$ cat src/pps_pkg.sv
// Package: register map, field positions and carriers of the printer port
package pps_pkg;
    // ----------------------------------------------------------------
    // Register byte addresses
    // ----------------------------------------------------------------
    localparam logic [11:0] PPS_DATA_ADDR = 12'h000;
    localparam logic [11:0] PPS_STAT_ADDR = 12'h004;
    localparam logic [11:0] PPS_CTRL_ADDR = 12'h008;
    localparam logic [11:0] PPS_ISTS_ADDR = 12'h00C;
    localparam logic [11:0] PPS_IMSK_ADDR = 12'h010;
    localparam logic [11:0] PPS_DDIR_ADDR = 12'h014;
    // ----------------------------------------------------------------
    // Control register fields
    // ----------------------------------------------------------------
    localparam int PPS_CTRL_STB = 0;
    localparam int PPS_CTRL_AFD = 1;
    localparam int PPS_CTRL_INI = 2;
    localparam int PPS_CTRL_SEL = 3;
    localparam int PPS_CTRL_IEN = 4;
    localparam int PPS_CTRL_W = 5;
    localparam logic [4:0] PPS_CTRL_RST = 5'h04;
    // ----------------------------------------------------------------
    // Status register fields
    // ----------------------------------------------------------------
    localparam int PPS_STAT_ERR = 3;
    localparam int PPS_STAT_SLC = 4;
    localparam int PPS_STAT_PE = 5;
    localparam int PPS_STAT_ACK = 6;
    localparam int PPS_STAT_BSY = 7;
    // ----------------------------------------------------------------
    // Event bits (interrupt status and mask)
    // ----------------------------------------------------------------
    localparam int PPS_EV_ACK = 0;
    localparam int PPS_EV_FLT = 1;
    localparam int PPS_EV_PE = 2;
    localparam int PPS_EV_W = 3;
    localparam logic [2:0] PPS_EV_RST = 3'h0;
    localparam logic [7:0] PPS_DATA_RST = 8'h00;
    localparam logic [31:0] PPS_ZERO32 = 32'h0000_0000;
    localparam int PPS_SYNC_STAGES = 3;
    // Status synchroniser starts at an idle printer's levels, so the
    // event edge detectors see no false edge when reset is released
    localparam logic [4:0] PPS_STAT_IDLE = 5'h0B;

    // Printer status inputs grouped together
    typedef struct packed {
        logic busy;
        logic took_byte_n;
        logic media_out;
        logic online;
        logic fault_n;
    } pps_status_t;

    // Printer control outputs grouped together
    typedef struct packed {
        logic choose_n;
        logic setup_n;
        logic line_advance_n;
        logic latch_pulse_n;
    } pps_ctrl_pins_t;
endpackage : pps_pkg

$ cat src/pps_sync.sv
// Three-stage input synchroniser with agreement filter
`timescale 1ns/100ps
module pps_sync #(
    parameter int WIDTH = 5,
    parameter logic [WIDTH-1:0] RST_VAL = '0
) (
    input wire logic clk,
    input wire logic rstn,
    input wire logic [WIDTH-1:0] d_in,
    output logic [WIDTH-1:0] q_out
);
    logic [WIDTH-1:0] s1_reg;
    logic [WIDTH-1:0] s2_reg;
    logic [WIDTH-1:0] s3_reg;
    logic [WIDTH-1:0] q_next;

    // A zero-width synchroniser has nothing to carry
    if (WIDTH < 1) begin : g_bad_width
        $error("pps_sync needs WIDTH of at least one");
    end

    // A bit moves only once stages two and three agree
    assign q_next = (s2_reg & s3_reg) | (q_out & (s2_reg | s3_reg));

    always_ff @(posedge clk) begin
        if (!rstn) begin
            s1_reg <= RST_VAL;
            s2_reg <= RST_VAL;
            s3_reg <= RST_VAL;
            q_out <= RST_VAL;
        end else begin
            s1_reg <= d_in;
            s2_reg <= s1_reg;
            s3_reg <= s2_reg;
            q_out <= q_next;
        end
    end
endmodule : pps_sync

$ cat src/pps_port.sv
// Standard printer port: APB registers, control pins, status, interrupt
`timescale 1ns/100ps
module pps_port
    import pps_pkg::*;
(
    input wire logic clk,
    input wire logic rstn,
    input wire logic psel,
    input wire logic penable,
    input wire logic pwrite,
    input wire logic [11:0] paddr,
    input wire logic [31:0] pwdata,
    output logic [31:0] prdata,
    output logic pready,
    output logic pslverr,
    input wire logic [7:0] port_data_bus_in,
    output logic [7:0] port_data_bus_out,
    output logic port_data_bus_oe,
    output logic printer_choose_n,
    output logic printer_setup_n,
    output logic line_advance_n,
    output logic byte_latch_pulse_n,
    input wire logic printer_busy,
    input wire logic printer_took_byte_n,
    input wire logic media_out,
    input wire logic printer_online,
    input wire logic printer_fault_n,
    output logic port_irq_out
);
    // ----------------------------------------------------------------
    // Storage
    // ----------------------------------------------------------------
    logic [7:0] data_reg;
    logic [PPS_CTRL_W-1:0] ctrl_reg;
    logic [PPS_EV_W-1:0] ists_reg;
    logic [PPS_EV_W-1:0] imsk_reg;
    logic ddir_reg;
    logic [PPS_EV_W-1:0] ev_prev_reg;
    pps_ctrl_pins_t pins_reg;
    logic irq_reg;
    logic [31:0] prdata_reg;
    logic pready_reg;
    logic pslverr_reg;
    logic [7:0] dout_reg;
    logic doe_reg;

    // ----------------------------------------------------------------
    // Input synchronisers
    // ----------------------------------------------------------------
    pps_status_t st_raw;
    pps_status_t st_sync;
    logic [7:0] din_sync;

    assign st_raw = '{busy: printer_busy, took_byte_n: printer_took_byte_n,
                      media_out: media_out, online: printer_online,
                      fault_n: printer_fault_n};

    pps_sync #(
        .WIDTH($bits(pps_status_t)),
        .RST_VAL(PPS_STAT_IDLE)
    ) u_st_sync (
        .clk(clk),
        .rstn(rstn),
        .d_in(st_raw),
        .q_out(st_sync)
    );

    pps_sync #(.WIDTH(8), .RST_VAL(PPS_DATA_RST)) u_din_sync (
        .clk(clk),
        .rstn(rstn),
        .d_in(port_data_bus_in),
        .q_out(din_sync)
    );

    // ----------------------------------------------------------------
    // APB decode
    // ----------------------------------------------------------------
    wire setup_ph = psel && !penable;
    wire access_ph = psel && penable && !pready_reg;
    wire wr_en = access_ph && pwrite;
    wire rd_en = access_ph && !pwrite;
    wire hit_data = (paddr == PPS_DATA_ADDR);
    wire hit_stat = (paddr == PPS_STAT_ADDR);
    wire hit_ctrl = (paddr == PPS_CTRL_ADDR);
    wire hit_ists = (paddr == PPS_ISTS_ADDR);
    wire hit_imsk = (paddr == PPS_IMSK_ADDR);
    wire hit_ddir = (paddr == PPS_DDIR_ADDR);
    wire hit_any = hit_data | hit_stat | hit_ctrl | hit_ists | hit_imsk
                   | hit_ddir;

    // ----------------------------------------------------------------
    // Status byte
    // ----------------------------------------------------------------
    logic [7:0] stat_byte;
    always_comb begin
        stat_byte = 8'h00;
        stat_byte[PPS_STAT_BSY] = ~st_sync.busy;
        stat_byte[PPS_STAT_ACK] = st_sync.took_byte_n;
        stat_byte[PPS_STAT_PE] = st_sync.media_out;
        stat_byte[PPS_STAT_SLC] = st_sync.online;
        stat_byte[PPS_STAT_ERR] = st_sync.fault_n;
    end

    // ----------------------------------------------------------------
    // Events: acknowledge falls, fault falls, media out rises
    // ----------------------------------------------------------------
    logic [PPS_EV_W-1:0] ev_lvl;
    always_comb begin
        ev_lvl = '0;
        ev_lvl[PPS_EV_ACK] = ~st_sync.took_byte_n;
        ev_lvl[PPS_EV_FLT] = ~st_sync.fault_n;
        ev_lvl[PPS_EV_PE] = st_sync.media_out;
    end
    wire [PPS_EV_W-1:0] ev_rise = ev_lvl & ~ev_prev_reg;
    wire ists_rd = rd_en && hit_ists;
    // Set wins over the read clear so no event is lost
    wire [PPS_EV_W-1:0] ists_next = (ists_rd ? PPS_EV_RST : ists_reg)
                                    | ev_rise;
    // Port interrupt request, gated by control bit 4
    wire irq_next = ctrl_reg[PPS_CTRL_IEN]
                    && |(ists_next & imsk_reg);

    // ----------------------------------------------------------------
    // Read mux
    // ----------------------------------------------------------------
    logic [31:0] rd_word;
    always_comb begin
        rd_word = PPS_ZERO32;
        unique case (1'b1)
            hit_data: rd_word[7:0] = ddir_reg ? din_sync : data_reg;
            hit_stat: rd_word[7:0] = stat_byte;
            hit_ctrl: rd_word[PPS_CTRL_W-1:0] = ctrl_reg;
            hit_ists: rd_word[PPS_EV_W-1:0] = ists_reg;
            hit_imsk: rd_word[PPS_EV_W-1:0] = imsk_reg;
            hit_ddir: rd_word[0] = ddir_reg;
            default: rd_word = PPS_ZERO32;
        endcase
    end

    // Pin values from the control register
    pps_ctrl_pins_t pins_next;
    assign pins_next.choose_n = ~ctrl_reg[PPS_CTRL_SEL];
    assign pins_next.setup_n = ctrl_reg[PPS_CTRL_INI];
    assign pins_next.line_advance_n = ~ctrl_reg[PPS_CTRL_AFD];
    // Software raises bit 0 then clears it; the pin pulses low between
    assign pins_next.latch_pulse_n = ~ctrl_reg[PPS_CTRL_STB];

    // ----------------------------------------------------------------
    // Registers written by software
    // ----------------------------------------------------------------
    always_ff @(posedge clk) begin
        if (!rstn) begin
            data_reg <= PPS_DATA_RST;
            ctrl_reg <= PPS_CTRL_RST;
            imsk_reg <= PPS_EV_RST;
            ddir_reg <= 1'b0;
        end else if (wr_en) begin
            if (hit_data) data_reg <= pwdata[7:0];
            if (hit_ctrl) ctrl_reg <= pwdata[PPS_CTRL_W-1:0];
            if (hit_imsk) imsk_reg <= pwdata[PPS_EV_W-1:0];
            if (hit_ddir) ddir_reg <= pwdata[0];
        end
    end

    // ----------------------------------------------------------------
    // Event and output flops
    // ----------------------------------------------------------------
    always_ff @(posedge clk) begin
        if (!rstn) begin
            ists_reg <= PPS_EV_RST;
            ev_prev_reg <= PPS_EV_RST;
            irq_reg <= 1'b0;
            pins_reg <= '1;
            dout_reg <= PPS_DATA_RST;
            doe_reg <= 1'b0;
        end else begin
            ists_reg <= ists_next;
            ev_prev_reg <= ev_lvl;
            irq_reg <= irq_next;
            pins_reg <= pins_next;
            dout_reg <= data_reg;
            doe_reg <= ~ddir_reg;
        end
    end

    // ----------------------------------------------------------------
    // APB answer: one wait state in each access phase
    // ----------------------------------------------------------------
    always_ff @(posedge clk) begin
        if (!rstn) begin
            prdata_reg <= PPS_ZERO32;
            pready_reg <= 1'b0;
            pslverr_reg <= 1'b0;
        end else begin
            pready_reg <= access_ph;
            pslverr_reg <= access_ph && !hit_any;
            if (rd_en) prdata_reg <= rd_word;
            else if (setup_ph) prdata_reg <= PPS_ZERO32;
        end
    end

    assign prdata = prdata_reg;
    assign pready = pready_reg;
    assign pslverr = pslverr_reg;
    assign port_data_bus_out = dout_reg;
    assign port_data_bus_oe = doe_reg;
    assign printer_choose_n = pins_reg.choose_n;
    assign printer_setup_n = pins_reg.setup_n;
    assign line_advance_n = pins_reg.line_advance_n;
    assign byte_latch_pulse_n = pins_reg.latch_pulse_n;
    assign port_irq_out = irq_reg;
endmodule : pps_port

$ cat config.mk
export PLATFORM = sky130hd
export DESIGN_NAME = pps_port
export DESIGN_NICKNAME = d
export VERILOG_FILES = /design/src/pps_pkg.sv /design/src/pps_sync.sv /design/src/pps_port.sv
export SDC_FILE = /design/constraint.sdc
export NUM_CORES = 1
export LEC_CHECK = 0
export BUFFER_PORTS_ARGS = -buffer_cell sky130_fd_sc_hd__buf_2
export CAP_MARGIN = 20
export CORE_MARGIN = 2
export CORE_UTILIZATION = 36
export DETAILED_ROUTE_END_ITERATION = 8
export PLACE_DENSITY = 0.67
export SLEW_MARGIN = 15
export SYNTH_ARGS = -nofsm -noshare
export SYNTH_HDL_FRONTEND = slang
export SYNTH_SLANG_ARGS = --single-unit
$ cat constraint.sdc
create_clock -name clk -period 2.9 [get_ports clk]
set_input_delay 0.725 -clock clk [delete_from_list [all_inputs] [get_ports clk]]
set_output_delay 0.725 -clock clk [all_outputs]
set_load 0.02 [all_outputs]
==> results of run 1 <==
[power by group]
group	internal, W	switching, W	leakage [nW]
clock	0.000404	0.000468	0.0962
combinational	0.0000478	0.0000855	0.783
sequential	0.00138	0.00000989	0.805
total	0.00184	0.000563	1.68
[final cells by class]
class	instances	area [µm²]	area share (%)
multi-input combinational	247	1500	35.4
inverter	5	18.8	0.443
clock buffer	9	124	2.92
tap	133	166	3.93
sequential	99	1980	46.8
clock inverter	7	76.3	1.80
timing repair buffer	68	370	8.74
[placed cells by master (no fill, tap or decap), types with 2 or more instances in the layout]
cell	count
nor2_1	15
conb_1	24
inv_1	5
a21boi_0	10
nand2b_1	12
o22ai_1	3
a32oi_1	3
buf_4	6
clkbuf_8	9
nand2_1	25
nor4_1	3
dfxtp_1	99
clkinvlp_4	2
nand3b_1	3
nor2b_1	22
mux2_2	3
mux2i_1	23
a21oi_1	13
buf_2	61
or4_1	2
o21ai_0	24
inv_6	2
and2_1	40
nand3_1	4
a22o_1	3
nor3_1	2
or3_1	2
[cells by family after synthesis]
| group | share of synthesized area [%] |
|---|---|
| AND/OR/NAND/NOR | 21.4 |
| flip-flops | 54.2 |
| AO/OA/AOI/OAI | 9.92 |
| buffers and inverters | 7.18 |
| multiplexers | 7.22 |
| other | 0.103 |
[worst min-delay path by stage]
stage | from | endpoint | slack [ns] | depth (start not counted)
2_1_floorplan | ctrl_reg[0] | byte_latch_pulse_n | 0.37 | 1
3_3_place_gp | u_st_sync.s1_reg[1] | u_st_sync.s2_reg[1] | 0.39 | 1
3_5_place_dp | ctrl_reg[3] | printer_choose_n | 0.40 | 1
6_report | ctrl_reg[3] | printer_choose_n | 0.42 | 1
4_1_cts | ctrl_reg[3] | printer_choose_n | 0.43 | 1
5_1_grt | ctrl_reg[3] | printer_choose_n | 0.44 | 1
[synthesized netlist by cell type]
master     instances  area, µm²
or2_2              1       6.26
nand4b_1           1       8.76
a21boi_1           1       7.51
a32oi_1            3       26.3
dfxtp_1           99       1980
nor3_2             1       10.0
nor3b_1            1       7.51
inv_1              5       18.8
nand2_1           25       93.8
nor4_4             1       21.3
o211ai_1           1       7.51
or4_4              1       11.3
or3_1              2       12.5
a21oi_1           13       65.1
nor2_1            15       56.3
a211oi_1           1       7.51
nor4_1             3       18.8
or4_1              2       15.0
clkbuf_1          14       52.6
a2bb2oi_1          1       8.76
nor2b_1           22        138
nand3b_1           3       22.5
a21boi_0          10       75.1
and3_1             1       6.26
mux2_2             3       33.8
and2_1            40        250
o22ai_1            3       18.8
buf_6              1       11.3
conb_1             1       3.75
mux2i_1           23        230
nand2b_1          12       75.1
nor3_1             2       10.0
buf_4             24        180
o21ai_0           24        120
a22o_1             3       26.3
nand3_1            4       20.0
[metrics by stage]
step / instance area [µm²] / utilization, %
finish: 4240 / 43.2
global route: 4240 / 43.2
CTS: 4240 / 43.2
detailed placement: 4040 / 41.1
global placement: 4040 / 41.1
floorplan: 3740 / -
[worst register-to-register path: cells and delay by family, from the launching register on]
| kind | cells | cell delay, ns |
|---|---|---|
| and+or+nand+nor | 2 | 0.72 |
| DFF | 1 | 0.33 |
| AOI/OAI and AO/OA | 3 | 0.52 |
[per-layer routing]
| metal | wire [µm] | GRT usage (%) | part of all wire (%) |
|---|---|---|---|
| met1 | 3130 | 16.7 | 45 |
| met2 | 3140 | 19.6 | 45 |
| met3 | 558 | 5.36 | 8.1 |
| met4 | 75 | 3.43 | 1.1 |
| met5 | 0 | 0 | 0 |
==> out/qor.yml, run 1 <==
power_and_ir_drop:
  p_leak_nw: 1.68
  powerDensity_nw_per_um2: 566
  peakVddDrop_v: 0.000270
  power.total_w: 0.00240
placement:
  portBuffers: 61
  dp_hpwl_um: 4960
  post-place-ws_ns: 0.0851
  gp_congestion: 0.853
  dp.cells: 552
layout:
  final_layout_size_suffix_gt1_share_pct: 20.9
  fillers: 984
  syn_to_final_growth_pct: 15.8
  stdcell_count: 568
  nets: 492
  n_antenna_cell: 0
detailed_routing:
  firstDrtPassIters: 4
  wl_per_cell_um: 12.1
  vias_per_cell: 4.52
  drc: 0
  drtAntennaViolNets: 0
  drt_iter0_drc: 61
  num_vias: 2568
  wirelength_um: 6900
cts:
  cts.sinks: 99
  tritoncts: "done"
  root_buffer: "clkbuf_8"
  postCtsSetupBuffers: 0
  cts_max_level: 3
  ctsResizeCount: 0
  cts_hold_buf: 0
  numCtsBuffers: 9
  insertion_delay_ns: 0.36
  clk_pin_slew_ns: 0.09
  cts_buffer_depth: 2
grt:
  grt.overflow.total: 0
  grt_pass1_vias: 2341
  grt_max_degree: 47
  grt_pass1_wl_um: 11200
  antenna_found_initial: 0
  track_usage_pct: 12.8
setup_path:
  cpPeakStageDelay_ns: 0.57
  cp_num_buf_inv: 1
  r2r_start: "pready"
  critPathCapture: "port_irq_out"
  endpoint_kind: "register"
  critical_path.max_fanout: 2
  cp_data_required_time_ns: 3.13
  slowest_stage: "or4_1"
  worstPathArrival_ns: 2.66
  r2r_slack_ns: 1.19
  cp-startpoint: "paddr[7]"
  start_kind: "input pin"
  path_depth: 6
  crit_type: "input pin to register"
  r2r-end: "port_irq_out"
  worst_path_dominant_cell_family: "simple AND/OR/NAND/NOR gates"
  worstPathCellList: "buf_2, or4_4, or3_1, or4_1, a21oi_1, o21ai_0"
  r2r_cells: 5
sta:
  final-setup-viol-count: 0
  tightest_slew_ns: 0.628
  fin_tns_setup_ns: 0
  slew_viol_final: 0
  min_period_ns: 2.43
  period_share_pct: 83.8
  hold_violations: 0
  clock_skew_ns: 0.00893
  slew_headroom_pct: 58.0
  max_freq_mhz: 411
  layout_setup_ws_ns: 0.470
  rsz0062_at_grt: "false"
  hold_slack_ns: 0.418
yosys:
  syn_inst: 367
  synth_area_per_cell_um2: 9.97
  syn_area_um2: 3660
  seq_area_frac_synth_pct: 54.2
  yosys_warnings: 0
  yosys_register_bits: 99
  ys_types: 36
min_path:
  hold_class: "register to register"
die:
  pin_count: 110
  die-area_um2: 11000
  die_x_um: 105
  chipHeight_um: 105
  core_area_um2: 9820
  rows: 36
  start_util_pct: 37.3
run_status:
  status: "completed"
job:
  drv_cap: 0
(Power assumes the default switching activity.)
==> inputs of run 2 (changes only) <==
--- a/config.mk
+++ b/config.mk
@@ -5,6 +5,7 @@
 export SDC_FILE = /design/constraint.sdc
 export NUM_CORES = 1
 export LEC_CHECK = 0
+export ABC_AREA = 1
 export BUFFER_PORTS_ARGS = -buffer_cell sky130_fd_sc_hd__buf_2
 export CAP_MARGIN = 20
 export CORE_MARGIN = 2
==> constraint.sdc (replaced) <==
create_clock -name clk -period 2.4 [get_ports clk]
set_input_delay 0.6 -clock clk [delete_from_list [all_inputs] [get_ports clk]]
set_output_delay 0.6 -clock clk [all_outputs]
set_load 0.02 [all_outputs]
==> run 2 against run 1 <==
Non-clock buffer count down 4. Combinational power rose by 19%. Global-route usage is 0.22 points higher. Critical path depth increased by 1. Power up 22%. First-iteration DRC count rose by 66%. Utilization down 1.1 points. Synthesized cell count grew 29%. Routed wire length increased by 2.6%. Critical endpoint is now prdata[1]. Highest routed layer unchanged.
==> out/qor.yml, run 2 <==
detailed_routing:
  drc: 0  # unchanged
  drtAntennaViolNets: 0  # unchanged
  wl_per_cell_um: 10.5  # was 12.1 µm
  firstDrtPassIters: 4  # unchanged
  vias_per_cell: 4.30  # was 4.52
  drt_iter0_drc: 101  # was 61
  num_vias: 2906  # was 2,568
  wirelength_um: 7070  # was 6900 µm
yosys:
  synth_area_per_cell_um2: 7.87  # was 9.97 µm²
  netlist_top_cells_count: "nand2_1, dfxtp_1, inv_1, a21oi_1, o21ai_0"  # was dfxtp_1, and2_1, nand2_1, buf_4, o21ai_0
  yosys_register_bits: 99  # unchanged
  synth_edf_count: 0  # unchanged
  syn_area_um2: 3710  # was 3660 µm²
  synth_top_cell_by_area: "dfxtp_1"  # unchanged
  yosys.area.top_type_share_pct: 53.4  # was 54.2%
  ys_types: 26  # was 36
  seq_area_frac_synth_pct: 53.4  # was 54.2%
  syn_inst: 472  # was 367
  yosys_warnings: 0  # unchanged
  synthTopCellsByArea: "dfxtp_1, nand2_1, inv_1, a21oi_1, buf_4"  # was dfxtp_1, and2_1, mux2i_1, buf_4, nor2b_1
  async_flop_share_pct: 0  # unchanged
  ys.flop_type: "dfxtp_1"  # unchanged
  yosysMostFrequentCell: "nand2_1"  # was dfxtp_1
cts:
  cts.sinks: 99  # unchanged
  clk_pin_slew_ns: 0.10  # was 0.09 ns
  numCtsBuffers: 9  # unchanged
  insertion_delay_ns: 0.37  # was 0.36 ns
  root_buffer: "clkbuf_8"  # unchanged
  cts_buffer_depth: 2  # unchanged
  postCtsSetupBuffers: 0  # unchanged
  ctsResizeCount: 0  # unchanged
  cts_max_level: 3  # unchanged
  tritoncts: "done"  # unchanged
  cts_hold_buf: 0  # unchanged
min_path:
  whs_path_depth: 3  # was 1
  hold_class: "input pin to register"  # was register to register
grt:
  grt.overflow.total: 0  # unchanged
  grt_max_degree: 68  # was 47
  grt_pass1_wl_um: 11500  # was 11,200 µm
  antenna_found_initial: 0  # unchanged
  grt_pass1_vias: 2532  # was 2,341
  track_usage_pct: 13.1  # was 12.8%
sta:
  clock_skew_ns: 0.00987  # was 0.00893 ns
  hold_slack_ns: 0.399  # was 0.418 ns
  slew_headroom_pct: 60.7  # was 58.0%
  tightest_slew_ns: 0.589  # was 0.628 ns
  fin_tns_setup_ns: 0  # unchanged
  max_freq_mhz: 629
  rsz0062_at_grt: "false"  # unchanged
  final-setup-viol-count: 0  # unchanged
  slew_viol_final: 0  # unchanged
  min_period_ns: 1.59
  period_share_pct: 66.2
  hold_violations: 0  # unchanged
layout:
  n_antenna_cell: 0  # unchanged
  fin_area_um2: 4280  # was 4240 µm²
  layout.cells.most_common: "nand2_1"  # was dfxtp_1
  final_cell_mix: "nand2_1, dfxtp_1, inv_1"  # was dfxtp_1, buf_2, and2_1
  final_layout_size_suffix_gt1_share_pct: 19.1  # was 20.9%
  nets: 597  # was 492
  fillers: 1061  # was 984
  syn_to_final_growth_pct: 15.3  # was 15.8%
setup_path:
  worstPathCellList: "inv_1, nand2_1, nand2_1, nand3_1, nand2_1, o21ai_0, a21oi_1"  # was buf_2, or4_4, or3_1, or4_1, a21oi_1, o21ai_0
  r2r_cells: 7  # was 5
  critical_path.max_fanout: 15  # was 2
  slowest_stage: "dfxtp_1"  # was or4_1
  endpoint_kind: "register"  # unchanged
  cp_data_required_time_ns: 2.66  # was 3.13 ns
  r2r_slack_ns: 0.81  # was 1.19 ns
  start_kind: "register"  # was input pin
  crit_top_cell: "nand2_1"
  worstPathArrival_ns: 1.85  # was 2.66 ns
  crit_type: "register to register"  # was input pin to register
  cpPeakStageDelay_ns: 0.70  # was 0.57 ns
die:
  rows: 37  # was 36
  die-area_um2: 11100  # was 11,000 µm²
  core_area_um2: 10200  # was 9820 µm²
  start_util_pct: 36.5  # was 37.3%
  die_x_um: 106  # was 105 µm
  pin_count: 110  # unchanged
  chipHeight_um: 106  # was 105 µm
placement:
  portBuffers: 61  # unchanged
  dp_hpwl_um: 5250  # was 4960 µm
  gp_congestion: 0.851  # was 0.853
  place_area_um2: 4080  # was 4040 µm²
power_and_ir_drop:
  p_leak_nw: 2.24  # was 1.68 nW
  powerDensity_nw_per_um2: 685  # was 566 nW/µm²
  peakVddDrop_v: 0.000312  # was 0.000270 V
run_status:
  status: "completed"  # unchanged
job:
  drv_cap: 0  # unchanged
[run 2: cell count changes after synthesis, moves of 6 or more]
cell      change
inv_1        +62
nand2_1      +89
and2_1       -40
a21boi_0     -10
o21ai_0       +6
a21oi_1      +31
nand3_1      +18
or2_2        +10
nor2_1       +11
nand2b_1     -12
nor2b_1      -22
mux2i_1      -23
[run 2: final cells by class]
type / count / area [µm²] / share of cell area (%)
repair buffers: 64 / 328 / 7.65
inverters: 70 / 265 / 6.19
clock inverters: 7 / 83.8 / 1.96
flip-flops and latches: 99 / 1980 / 46.3
clock buffers: 9 / 124 / 2.89
well taps: 136 / 170 / 3.97
multi-input cells: 291 / 1330 / 31.1
[run 2: metrics by stage]
step           total power, W  setup WS (ns)  util (%)  cells
6_report              0.00294          0.811      42.1    676
5_1_grt               0.00306          0.637      42.1    676
4_1_cts               0.00297          0.816      42.1    676
3_5_place_dp          0.00188          0.458      40.0    660
3_3_place_gp          0.00188          0.500      40.0    660
2_1_floorplan         0.00185          0.794         -    495
[run 2: worst max-delay path, delay by kind of cell (launching register included)]
kind                   cells  cell delay (ns)
buffers and inverters      1             0.21
AO/OA/AOI/OAI              2             0.26
AND/OR/NAND/NOR            4             0.31
flip-flops                 1             0.70
[run 2: per-layer routing]
layer  part of all wire (%)  routed length [µm]  track usage [%]
met2                     45                3190             20.3
met3                    5.0                 356             3.15
met1                     48                3390             17.2
met5                      0                   0                0
met4                    2.0                 142             5.92
[run 2: final timing paths]
| path | start | to |
|---|---|---|
| hold / removal | port_data_bus_in[5] | u_din_sync.s1_reg[5] |
| hold reg to reg | u_st_sync.s1_reg[2] | u_st_sync.s2_reg[2] |
| setup reg to reg | ddir_reg | prdata[1] |
| setup / recovery | ddir_reg | prdata[1] |
[run 2: power by group]
part / switching [W] / total (W) / internal (W)
logic: 0.000110 / 0.000158 / 0.0000483
clock network: 0.000595 / 0.00109 / 0.000500
registers: 0.0000116 / 0.00168 / 0.00167
[run 2: kinds of logic after synthesis]
logic type	Yosys count	synth area share, %
and+or+nand+nor	189	22.7
DFF	99	53.4
buffers and inverters	105	13.1
other	1	0.101
AOI/OAI and AO/OA	78	10.7
==> inputs of run 3 (changes only) <==
--- a/config.mk
+++ b/config.mk
@@ -11,7 +11,7 @@
 export CORE_MARGIN = 2
 export CORE_UTILIZATION = 36
 export DETAILED_ROUTE_END_ITERATION = 8
-export PLACE_DENSITY = 0.67
+export PLACE_DENSITY = 0.69
 export SLEW_MARGIN = 15
 export SYNTH_ARGS = -nofsm -noshare
 export SYNTH_HDL_FRONTEND = slang
==> constraint.sdc (replaced) <==
create_clock -name clk -period 1.35 [get_ports clk]
set_input_delay 0.3375 -clock clk [delete_from_list [all_inputs] [get_ports clk]]
set_output_delay 0.3375 -clock clk [all_outputs]
set_load 0.02 [all_outputs]
==> run 3 against run 2 <==
Clock skew down 0.00064 ns. Via count is 3.3% higher. Clock power grew 85%. Critical path depth rose by 3. Critical endpoint is now port_irq_out.
==> out/qor.yml, run 3 (same netlist as run 2, synthesis figures left out) <==
run_status:
  status: "completed"  # unchanged
power_and_ir_drop:
  p_clk_share_pct: 37.9  # was 37.3%
  p_seq_share_pct: 56.2  # was 57.3%
  power.internal_w: 0.00409  # was 0.00222 W
  power.share.switching_pct: 23.0  # was 24.4%
  power_switching_w: 0.00122  # was 0.000717 W
  peakVddDrop_v: 0.000426  # was 0.000312 V
  powerDensity_nw_per_um2: 1190  # was 685 nW/µm²
  p_leak_nw: 2.36  # was 2.24 nW
  p_comb_share_pct: 5.9  # was 5.4%
  power.total_w: 0.00532  # was 0.00294 W
detailed_routing:
  num_vias: 3003  # was 2,906
  vias_per_cell: 4.31  # was 4.30
  wl_per_cell_um: 10.6  # was 10.5 µm
  drt_iter0_drc: 109  # was 101
  drc: 0  # unchanged
  drtAntennaViolNets: 0  # unchanged
  wirelength_um: 7400  # was 7070 µm
  firstDrtPassIters: 4  # unchanged
die:
  start_util_pct: 36.5  # unchanged
  core_area_um2: 10200  # unchanged
  rows: 37  # unchanged
  die_x_um: 106  # unchanged
  chipHeight_um: 106  # unchanged
  die-area_um2: 11100  # unchanged
  pin_count: 110  # unchanged
layout:
  nets: 618  # was 597
  layout.cells.most_common: "nand2_1"  # unchanged
  finish.utilization_pct: 44.0  # was 42.1%
  syn_to_final_growth_pct: 20.7  # was 15.3%
  n_antenna_cell: 0  # unchanged
  final_layout_size_suffix_gt1_share_pct: 23.2  # was 19.1%
  stdcell_count: 697  # was 676
  final_cell_mix: "nand2_1, dfxtp_1, inv_1"  # unchanged
grt:
  grt_pass1_wl_um: 12000  # was 11,500 µm
  grt.overflow.total: 0  # unchanged
  antenna_found_initial: 0  # unchanged
  grt_pass1_vias: 2714  # was 2,532
  grt_max_degree: 68  # unchanged
  track_usage_pct: 13.7  # was 13.1%
cts:
  insertion_delay_ns: 0.37  # about the same
  numCtsBuffers: 9  # unchanged
  tritoncts: "done"  # unchanged
  cts.sinks: 99  # unchanged
  postCtsSetupBuffers: 0  # unchanged
  cts_buffer_depth: 2  # unchanged
  clk_pin_slew_ns: 0.09  # was 0.10 ns
  root_buffer: "clkbuf_8"  # unchanged
  cts_max_level: 3  # unchanged
placement:
  portBuffers: 61  # unchanged
  dp_hpwl_um: 5380  # was 5250 µm
  gp_congestion: 0.872  # was 0.851
  dp.cells: 681  # was 660
setup_path:
  cp_data_required_time_ns: 1.62  # was 2.66 ns
  worstPathArrival_ns: 1.56  # was 1.85 ns
  crit_type: "register to register"  # unchanged
  critical_path.max_fanout: 3  # was 15
  start_kind: "register"  # unchanged
  endpoint_kind: "register"  # unchanged
job:
  drv_cap: 0  # unchanged
sta:
  min_period_ns: 1.29  # was 1.59 ns
  period_share_pct: 95.4  # was 66.2%
  clock_skew_ns: 0.00923  # was 0.00987 ns
  max_freq_mhz: 776  # was 629 MHz
  final-setup-viol-count: 0  # unchanged
  slew_viol_final: 0  # unchanged
  hold_violations: 0  # unchanged
  hold_slack_ns: 0.144  # was 0.399 ns
  fin_tns_setup_ns: 0  # unchanged
min_path:
  hold_class: "input pin to register"  # unchanged
[run 3: worst max-delay path: stages, from the launching register on]
cell     delay [ns]
dfxtp_1        0.35
nor2_2         0.15
nand2_2        0.10
nor2_2         0.12
nand2_1        0.11
nand2_1        0.10
nand2_1        0.06
nand2_1        0.06
nand3_1        0.07
nand2_1        0.06
inv_1          0.04
[run 3: final timing paths]
check	slack, ns	endpoint	cells after the start	startpoint
worst max-delay path	0.06	port_irq_out	10	pready
worst min register to register	0.41	line_advance_n	1	ctrl_reg[1]
worst min-delay path	0.14	u_din_sync.s1_reg[6]	3	port_data_bus_in[6]
worst max register to register	0.06	port_irq_out	10	pready
[run 3: metrics by stage]
step / instance area [µm²] / setup slack, ns
after floorplan: 3800 / 0.00650
after global placement: 4250 / -0.217
after detailed placement: 4250 / -0.223
after CTS: 4470 / 0.00466
after global routing: 4480 / -0.0510
final: 4480 / 0.0619
[run 3: layer usage]
| layer | track usage [%] | vias to the layer above | wire (µm) |
|---|---|---|---|
| met5 | 0 | - | 0 |
| met4 | 8.36 | 0 | 291 |
| met3 | 3.40 | 22 | 349 |
| met2 | 21.5 | 82 | 3440 |
| met1 | 16.8 | 1325 | 3320 |
| li1 | - | 1574 | - |
[run 3: layout make-up]
type	count	area [µm²]
fillers	1055	5700
flip-flops and latches	99	1990
multi-input cells	291	1340
repair buffers	85	498
inverters	70	265
well taps	136	170
clock buffers	12	165
clock inverters	4	55.1
[run 3: repair_timing]
| action | CTS | global route |
|---|---|---|
| hold buffers | 0 | 0 |
| setup endpoints to repair | 0 | 20 |
| resized for setup | 0 | 9 |
[run 3: power groups by stage]
stage | Clock [W] | Combinational [W] | Sequential (W)
6_report | 0.00202 | 0.000312 | 0.00299
5_1_grt | 0.00219 | 0.000349 | 0.00299
4_1_cts | 0.00209 | 0.000310 | 0.00299
3_5_place_dp | 0 | 0.000309 | 0.00306
3_3_place_gp | 0 | 0.000304 | 0.00306
2_1_floorplan | 0 | 0.000234 | 0.00306
